## config.mk

```make
export PLATFORM = sky130hd
export DESIGN_NAME = dva_arbiter
export DESIGN_NICKNAME = d
export VERILOG_FILES = /design/src/dva_pkg.sv /design/src/dva_refresh_timer.sv /design/src/dva_arbiter.sv
export VERILOG_INCLUDE_DIRS = /design/src
export SDC_FILE = /design/constraint.sdc
export NUM_CORES = 1
export LEC_CHECK = 0
export ABC_AREA = 1
export BUFFER_PORTS_ARGS = -buffer_cell sky130_fd_sc_hd__clkbuf_2
export CORE_MARGIN = 3
export CORE_UTILIZATION = 51
export CTS_CLUSTER_SIZE = 14
export DETAILED_ROUTE_END_ITERATION = 16
export GPL_ROUTABILITY_DRIVEN = 0
export GPL_TIMING_DRIVEN = 1
export HOLD_SLACK_MARGIN = 0.02
export PLACE_DENSITY = 0.75
export SYNTH_ARGS = -nofsm -noshare
export SYNTH_HDL_FRONTEND = slang
export SYNTH_SLANG_ARGS = --single-unit
export TNS_END_PERCENT = 50
```

## constraint.sdc

```tcl
create_clock -name core_clk_i -period 1.9 [get_ports core_clk_i]
set_input_delay 0.095 -clock core_clk_i [delete_from_list [all_inputs] [get_ports core_clk_i]]
set_output_delay 0.095 -clock core_clk_i [all_outputs]
set_load 0.005 [all_outputs]
```

## src/dva_cfg.svh

```systemverilog
// Constants for the DVMA arbiter and refresh block
`ifndef DVA_CFG_SVH
`define DVA_CFG_SVH
`define DVA_CLK_PERIOD_PS 4000
`define DVA_REF_PERIOD_PS 12800000
`define DVA_REF_CYCLES (`DVA_REF_PERIOD_PS / `DVA_CLK_PERIOD_PS)
`define DVA_REF_STATES 8
`define DVA_TIMEOUT_CYCLES 256
`define DVA_FC_SPECIAL 3'h7
`define DVA_FC_SYSDATA 3'h5
`define DVA_DEV_REFRESH 2'h3
`define DVA_DEV_NET 2'h2
`define DVA_DEV_VME 2'h1
`define DVA_DEV_NONE 2'h0
`define DVA_ROW_RESET 8'h00
`endif

```

## src/dva_pkg.sv

```systemverilog
// Types for the DVMA arbiter and refresh block
package dva_pkg;
   typedef enum logic [5:0] {
      DVA_IDLE = 6'h01,
      DVA_REQ = 6'h02,
      DVA_OWN = 6'h04,
      DVA_AS = 6'h08,
      DVA_OFF = 6'h10,
      DVA_END = 6'h20
   } dva_state_t;

   typedef struct packed {
      logic [2:0] function_code;
      logic addr_strobe;
      logic upper_data_strobe;
      logic lower_data_strobe;
      logic net_rd;
      logic net_wr;
   } dva_drv_t;

   typedef struct packed {
      logic [15:0] cnt;
      logic tap_q;
      logic pulse;
   } dva_div_t;
endpackage

```

## src/dva_refresh_timer.sv

```systemverilog
// Refresh divider that raises a tick once per refresh period
`timescale 1ns/1ps
`include "dva_cfg.svh"
module dva_refresh_timer
   import dva_pkg::*;
#(
   parameter int unsigned PERIOD = `DVA_REF_CYCLES
) (
   input wire logic core_clk_i,
   input wire logic rst_i,
   output logic tick_o
);
   dva_div_t s_q, s_d;
   logic tap;

   always_comb begin
      s_d = s_q;
      if (s_q.cnt == 16'(PERIOD - 1)) begin
         s_d.cnt = 16'h0000;
      end else begin
         s_d.cnt = s_q.cnt + 16'h0001;
      end
      tap = (s_q.cnt >= 16'(PERIOD / 2));
      s_d.tap_q = tap;
      s_d.pulse = tap & ~s_q.tap_q;  // Low-to-high tap transition
   end

   always_ff @(posedge core_clk_i or posedge rst_i) begin
      if (rst_i) begin
         s_q <= '0;
      end else begin
         s_q <= s_d;
      end
   end

   assign tick_o = s_q.pulse;
endmodule // dva_refresh_timer

```

## src/dva_arbiter.sv

```systemverilog
// DVMA arbiter with refresh request, bus handshake and strobe generation
`timescale 1ns/1ps
`include "dva_cfg.svh"
// Operation
// - Priority: refresh, then network, then VME
// - Per-requester flop set on edge, cleared by enable (network flop by net_req_clear_i)
// - Latched requests synchronized before arbitration
// - Request bus; enable after grant, strobe negated
// - Arbitrate during running processor cycle
// - Drive strobes and codes while owning
// - Fixed device and function codes; strobes fixed for refresh, from byte select (network) or VME inputs
// - Address strobe one clock after ownership
// - Strobe ends on return, completion or timeout
// - Refresh request every 12.8 microseconds
// - Refresh enable drives row counter, advances
// - Row counter drives address bits two-nine
// - Refresh asserts both bank selects
// - Refresh cycle lasts eight states
// - Function code 7 is special cycle
module dva_arbiter
   import dva_pkg::*;
#(
   parameter int unsigned REF_PERIOD = `DVA_REF_CYCLES,
   parameter int unsigned TIMEOUT = `DVA_TIMEOUT_CYCLES
) (
   input wire logic core_clk_i,
   input wire logic rst_i,
   input wire logic refresh_req_i,
   input wire logic net_req_strobe_i,
   input wire logic net_req_clear_i,
   input wire logic vme_req_i,
   input wire logic net_byte_sel_i,
   input wire logic net_write_i,
   input wire logic vme_lower_strobe_i,
   input wire logic vme_upper_strobe_i,
   input wire logic cpu_bus_grant_i,
   input wire logic cpu_addr_strobe_i,
   input wire logic as_in_return_i,
   input wire logic data_ack_i,
   output logic cpu_bus_request_o,
   output logic cpu_bus_request_n_o,
   output logic refresh_grant_en_o,
   output logic net_grant_en_o,
   output logic vme_grant_en_o,
   output logic [1:0] dev_code_o,
   output logic cycle_own_o,
   output logic [2:0] function_code_o,
   output logic [2:0] function_code_oe_o,
   output logic addr_strobe_o,
   output logic addr_strobe_oe_o,
   output logic upper_data_strobe_o,
   output logic upper_data_strobe_oe_o,
   output logic lower_data_strobe_o,
   output logic lower_data_strobe_oe_o,
   output logic net_rd_o,
   output logic net_rd_oe_o,
   output logic net_wr_o,
   output logic net_wr_oe_o,
   output logic [7:0] refresh_row_addr_o,
   output logic refresh_row_addr_oe_o,
   output logic bank_sel_zero_o,
   output logic bank_sel_one_o,
   output logic special_cycle_o,
   output logic timeout_err_o
);

   // ----------------------------------------
   // State record
   // ----------------------------------------
   typedef struct packed {
      dva_state_t st;
      logic [2:0] src_q;
      logic [2:0] pend;
      logic [2:0] sync;
      logic [1:0] win;
      logic [2:0] en;
      logic br;
      logic own;
      logic as_on_delayed;
      logic state7_complete;
      logic [3:0] ref_cnt;
      logic [8:0] to_cnt;
      logic err;
      logic [7:0] row;
      dva_drv_t drv;
      logic ref_en_q;
   } dva_state_rec_t;

   dva_state_rec_t s_q, s_d;
   logic ref_tick;
   logic [2:0] src_now;
   logic as_off_term;

   // ----------------------------------------
   // Refresh divider
   // ----------------------------------------
   dva_refresh_timer #(
      .PERIOD(REF_PERIOD)
   ) u_timer (
      .core_clk_i(core_clk_i),
      .rst_i(rst_i),
      .tick_o(ref_tick)
   );

   // ----------------------------------------
   // Priority pick
   // ----------------------------------------
   function automatic logic [1:0] pick(input logic [2:0] r);
      if (r[0]) begin
         pick = `DVA_DEV_REFRESH;
      end else if (r[1]) begin
         pick = `DVA_DEV_NET;
      end else if (r[2]) begin
         pick = `DVA_DEV_VME;
      end else begin
         pick = `DVA_DEV_NONE;
      end
   endfunction

   function automatic logic [2:0] onehot(input logic [1:0] d);
      case (d)
         `DVA_DEV_REFRESH: onehot = 3'h1;
         `DVA_DEV_NET: onehot = 3'h2;
         `DVA_DEV_VME: onehot = 3'h4;
         default: onehot = 3'h0;
      endcase
   endfunction

   // ----------------------------------------
   // Next state
   // ----------------------------------------
   always_comb begin
      s_d = s_q;
      src_now = {vme_req_i, net_req_strobe_i, refresh_req_i | ref_tick};
      s_d.src_q = src_now;
      // Set on rising edge wins over the enable clear
      s_d.pend[0] = (src_now[0] & ~s_q.src_q[0]) | (s_q.pend[0] & ~s_q.en[0]);
      s_d.pend[1] = (src_now[1] & ~s_q.src_q[1]) | (s_q.pend[1] & ~net_req_clear_i);
      s_d.pend[2] = (src_now[2] & ~s_q.src_q[2]) | (s_q.pend[2] & ~s_q.en[2]);
      s_d.sync = s_q.pend & ~s_q.en;
      s_d.state7_complete = data_ack_i & s_q.drv.addr_strobe;
      as_off_term = 1'b0;
      if (s_q.win == `DVA_DEV_REFRESH) begin
         as_off_term = as_in_return_i | (s_q.ref_cnt >= 4'(`DVA_REF_STATES - 2));
      end else begin
         as_off_term = s_q.state7_complete | s_q.err;
      end
      case (s_q.st)
         DVA_IDLE: begin
            // Runs while processor still owns the bus
            if (s_q.sync != 3'h0) begin
               s_d.win = pick(s_q.sync);
               s_d.br = 1'b1;
               s_d.st = DVA_REQ;
            end
         end
         DVA_REQ: begin
            // Processor grants and finishes its cycle
            if (cpu_bus_grant_i & ~cpu_addr_strobe_i) begin
               s_d.en = onehot(s_q.win);
               s_d.own = 1'b1;
               s_d.ref_cnt = 4'h0;
               s_d.to_cnt = 9'h000;
               s_d.st = DVA_OWN;
            end
         end
         DVA_OWN: begin
            s_d.as_on_delayed = 1'b1;
            s_d.br = 1'b0;
            s_d.ref_cnt = s_q.ref_cnt + 4'h1;
            s_d.st = DVA_AS;
         end
         DVA_AS: begin
            s_d.ref_cnt = s_q.ref_cnt + 4'h1;
            s_d.to_cnt = s_q.to_cnt + 9'h001;
            if (s_q.to_cnt == 9'(TIMEOUT - 1)) begin
               s_d.err = 1'b1;
            end
            if (as_off_term) begin
               s_d.as_on_delayed = 1'b0;
               s_d.st = DVA_OFF;
            end
         end
         DVA_OFF: begin
            s_d.ref_cnt = s_q.ref_cnt + 4'h1;
            s_d.en = 3'h0;
            s_d.st = DVA_END;
         end
         DVA_END: begin
            s_d.own = 1'b0;
            s_d.err = 1'b0;
            s_d.win = `DVA_DEV_NONE;
            s_d.st = DVA_IDLE;
         end
         default: begin
            s_d.st = DVA_IDLE;
         end
      endcase
      s_d.drv = '0;
      if (s_d.own) begin
         case (s_d.win)
            `DVA_DEV_REFRESH: begin
               s_d.drv.function_code = `DVA_FC_SPECIAL;
            end
            `DVA_DEV_NET: begin
               s_d.drv.function_code = `DVA_FC_SYSDATA;
               s_d.drv.lower_data_strobe = 1'b1;
               s_d.drv.upper_data_strobe = ~net_byte_sel_i;
               s_d.drv.net_rd = s_d.as_on_delayed & ~net_write_i;
               s_d.drv.net_wr = s_d.as_on_delayed & net_write_i;
            end
            default: begin
               s_d.drv.function_code = `DVA_FC_SYSDATA;
               s_d.drv.lower_data_strobe = vme_lower_strobe_i;
               s_d.drv.upper_data_strobe = vme_upper_strobe_i;
            end
         endcase
         s_d.drv.addr_strobe = s_d.as_on_delayed;
      end
      s_d.ref_en_q = s_d.en[0];
      if (s_q.ref_en_q & ~s_d.ref_en_q) begin
         s_d.row = s_q.row + 8'h01;  // Trailing edge advances row
      end
   end

   always_ff @(posedge core_clk_i or posedge rst_i) begin
      if (rst_i) begin
         s_q <= '0;
         s_q.st <= DVA_IDLE;
         s_q.win <= `DVA_DEV_NONE;
         s_q.row <= `DVA_ROW_RESET;
      end else begin
         s_q <= s_d;
      end
   end

   // ----------------------------------------
   // Outputs, all from flops
   // ----------------------------------------
   logic refr;
   assign refr = s_q.en[0];
   assign cpu_bus_request_o = s_q.br;
   assign cpu_bus_request_n_o = ~s_q.br;
   assign refresh_grant_en_o = s_q.en[0];
   assign net_grant_en_o = s_q.en[1];
   assign vme_grant_en_o = s_q.en[2];
   assign dev_code_o = s_q.own ? s_q.win : `DVA_DEV_NONE;
   assign cycle_own_o = s_q.own;
   assign function_code_o = s_q.drv.function_code;
   assign function_code_oe_o = {3{s_q.own}};
   assign addr_strobe_o = s_q.drv.addr_strobe;
   assign addr_strobe_oe_o = s_q.own;
   assign upper_data_strobe_o = s_q.drv.upper_data_strobe;
   assign upper_data_strobe_oe_o = s_q.own;
   assign lower_data_strobe_o = s_q.drv.lower_data_strobe;
   assign lower_data_strobe_oe_o = s_q.own;
   assign net_rd_o = s_q.drv.net_rd;
   assign net_rd_oe_o = s_q.own;
   assign net_wr_o = s_q.drv.net_wr;
   assign net_wr_oe_o = s_q.own;
   assign refresh_row_addr_o = s_q.row;
   assign refresh_row_addr_oe_o = refr;
   assign bank_sel_zero_o = refr;
   assign bank_sel_one_o = refr;
   assign special_cycle_o = s_q.own & (s_q.drv.function_code == `DVA_FC_SPECIAL);
   assign timeout_err_o = s_q.err;
endmodule // dva_arbiter

```

==> implementation parameters <==
Parameter                              Value

Critical path
  Worst path slowest cell    dfrtp_1
  Critical-path cell list    nor2_2, nand4_1, nand2_1, nand3_2, inv_1, nand2_1, nand2_1
  Max FO, Critical Path    11
  Slowest cell delay on critical path    0.42 ns
  Capturing element type of the critical path    flop
  CP dominant cell by count    nand2_1
  Startpoint class of the critical path    flop
  Category of the critical setup timing path    flop to flop
  Reg2Reg Depth    7
  Data required time at the worst endpoint    2.19 ns
  Arrival time reported for the critical path endpoint    1.91 ns

Final layout
  Ratio of cells with drive above 1 in the final layout    0.195
  Number of diodes added for antenna fixing    0
  Post-synthesis to final-layout area growth    13.2%
  Core utilization of the finished layout    0.613
  Final #Nets    478

Die
  Io pins    51
  Number of cell rows    29
  Overall die area    7970 um^2
  Horizontal extent of the die    89.3 um
  Placeable core area    6530 um^2
  Die height    89.3 um
  Effective utilization at floorplan    0.542

Synthesis
  Gate count of the mapped netlist    409
  Post-synthesis simple-gate area fraction    0.248
  Complex-gate fraction of the synthesized area    0.0619
  Warnings from Yosys    0
  Yosys cell types    34
  Mapped Avg Cell Area    8.65 um^2
  Fraction of the yosys area taken by sequential cells    0.496
  Number of synthesized register bits    70
  Total standard cell area after synthesis    3540 um^2
  Xor/xnor cell area share of the yosys netlist    0.0516
  Post-Syn Nets    430
  Post-synthesis mux area share    0
  Adder and majority cell fraction of the synthesized area    0.0248
  Combinational family with the most area after synthesis    simple AND/OR/NAND/NOR gates

Drt
  Number of vias in the routed layout    2717
  Number of vias per cell after detailed routing    5.04
  First drt pass iteration count    4
  DRC violation count after routing    0
  Average wire per standard cell    12.2 um
  Wirelength, routed    6560 um
  First-iteration detailed-routing DRC count    108
  Routed Antenna Nets    0

STA
  Total negative slack    0 ns
  Maximum achievable frequency    616 MHz
  Fin Hold WS    0.131 ns
  Number of max-slew violations in the final report    0
  Fin crit period    1.62 ns
  Worst Max-Slew Pin Slew    0.434 ns
  Relative slew slack    0.710
  Tcrit/Tclk final    0.854
  Setup violators final    0
  Final worst clock skew    0.0114 ns
  Setup repair after global routing missed its margin    no
  Final Hold Vio Count    0

GRT
  Initial antenna violation count    0
  Global-route usage over all layers    0.185
  Maximum number of pins on one net before global-route repair    52
  Final global-route overflow total    0
  First-pass GRT wire length    11200 um
  Vias in the first global route    2571

Power and ir drop
  Overall power    4.62 mW
  Pleak    2.21 nW
  Pwr Density    1160 nW/um^2
  Worst supply voltage drop on vdd    0.000716 V

Placement
  HPWL after detailed placement    4560 um
  Buffers on Ports    50

Clocking
  CTS Buf Count    9
  Clk slew on worst S/H paths    0.08 ns
  Post-CTS setup buffer count    0
  Library cell used as clock root buffer    clkbuf_8
  CTS tree    built
  Clock Latency Late Sink    0.34 ns
  CTS H-tree lvls    3
  Bufs on Longest Clock Path    2
  Clock sink count    70

Outcome
  Outcome    completed

Run
  Maximum Capacitance Violations    0

Min path
  Worst min-delay path category    input port to flop
  Hold Crit Depth    3
[report_power, final]
part	internal [mW]	leakage, nW	switching [mW]
Combinational	0.566	1.22	0.784
Clock	0.542	0.0913	0.560
Sequential	1.86	0.895	0.310
[cells in the mapped netlist, drive strengths merged]
cell / instances / share of area
a21boi: 1 / 0.0021
a21oi: 6 / 0.0085
a31oi: 1 / 0.0018
buf: 25 / 0.054
dfrtp: 69 / 0.49
dfstp: 1 / 0.0074
ha: 7 / 0.025
inv: 60 / 0.064
nand2: 83 / 0.096
nand3: 37 / 0.057
nand3b: 1 / 0.0021
nand4: 9 / 0.018
nor2: 48 / 0.060
nor3: 7 / 0.0099
nor3b: 1 / 0.0021
nor4: 1 / 0.0018
o21ai: 21 / 0.030
o22ai: 8 / 0.014
o31ai: 2 / 0.0057
or2: 1 / 0.0018
xnor2: 7 / 0.017
xor2: 13 / 0.034
[routing by layer]
layer / vias to the layer above / part of all wire / GRT usage / wire [um]
met2: 61 / 0.51 / 0.313 / 3320
met1: 1271 / 0.43 / 0.221 / 2810
li1: 1375 / - / - / -
met5: - / 0 / 0 / 0
met3: 10 / 0.048 / 0.0535 / 316
met4: 0 / 0.017 / 0.0731 / 114
[worst max-delay path: cells and delay by family, from the launching register on]
family / cells / cell delay, ns
AND/OR/NAND/NOR: 6 / 0.92
flip-flops: 1 / 0.42
buffers and inverters: 1 / 0.22
[final timing paths]
kind / endpoint / from / slack (ns)
setup / recovery: refresh_row_addr_o[6] / s_q[50] / 0.28
hold reg to reg: u_timer.tick_o / u_timer.s_q[1] / 0.41
max in group asynchronous: s_q[49] / rst_i / 0.97
hold / removal: s_q[50] / cpu_addr_strobe_i / 0.13
min in group asynchronous: refresh_row_addr_o[7] / rst_i / 0.28
setup reg to reg: refresh_row_addr_o[6] / s_q[50] / 0.28
[per-stage QoR]
step	area [um^2]	cells	setup slack, ns
detailed placement	3720	513	0.302
finish	4000	539	0.277
global route	4000	539	0.0531
CTS	4000	539	0.280
floorplan	3540	409	0.0384
global placement	3720	513	0.305
[cells in the final DEF, fill, tap and decap left out, types with 3 or more instances in the layout]
cell	instances
a21oi_1	6
clkbuf_2	50
clkbuf_8	11
dfrtp_1	69
dlygate4sd3_1	10
ha_1	7
inv_1	58
nand2_1	78
nand2_4	3
nand3_1	34
nand3_2	3
nand4_1	8
nor2_1	41
nor2_2	4
nor2_4	3
nor3_1	7
o21ai_0	18
o21ai_1	3
o22ai_1	8
xnor2_1	7
xor2_1	12
[layout make-up]
type / count / area, um^2
Fill cell: 548 / 2530
Tap cell: 77 / 96.3
Clock buffer: 11 / 151
Sequential cell: 70 / 1750
Inverter: 60 / 225
Multi-Input combinational cell: 254 / 1370
Clock inverter: 5 / 33.8
Timing Repair Buffer: 62 / 378
[flip-flops by register name, summed over array words and instances, names as in the netlist]
register,count
addr_strobe_o,1
bank_sel_one_o,1
cpu_bus_request_o,1
function_code_o,2
lower_data_strobe_o,1
net_grant_en_o,1
net_rd_o,1
net_wr_o,1
refresh_row_addr_o,8
s_q,32
timeout_err_o,1
u_timer.s_q,17
u_timer.tick_o,1
upper_data_strobe_o,1
vme_grant_en_o,1
[what timing repair did]
action,4_1_cts,5_1_grt
hold endpoints to repair,30,0
hold buffers,10,0
resized for setup,0,0
setup endpoints to repair,0,0
[cells by family after synthesis]
kind of cell / count (synthesis)
AND/OR/NAND/NOR: 188
flip-flops: 70
buffers and inverters: 85
adder cells (fa/ha/maj): 7
AO/OA/AOI/OAI: 39
XOR/XNOR: 20
Power figures use the tool's default switching activity.
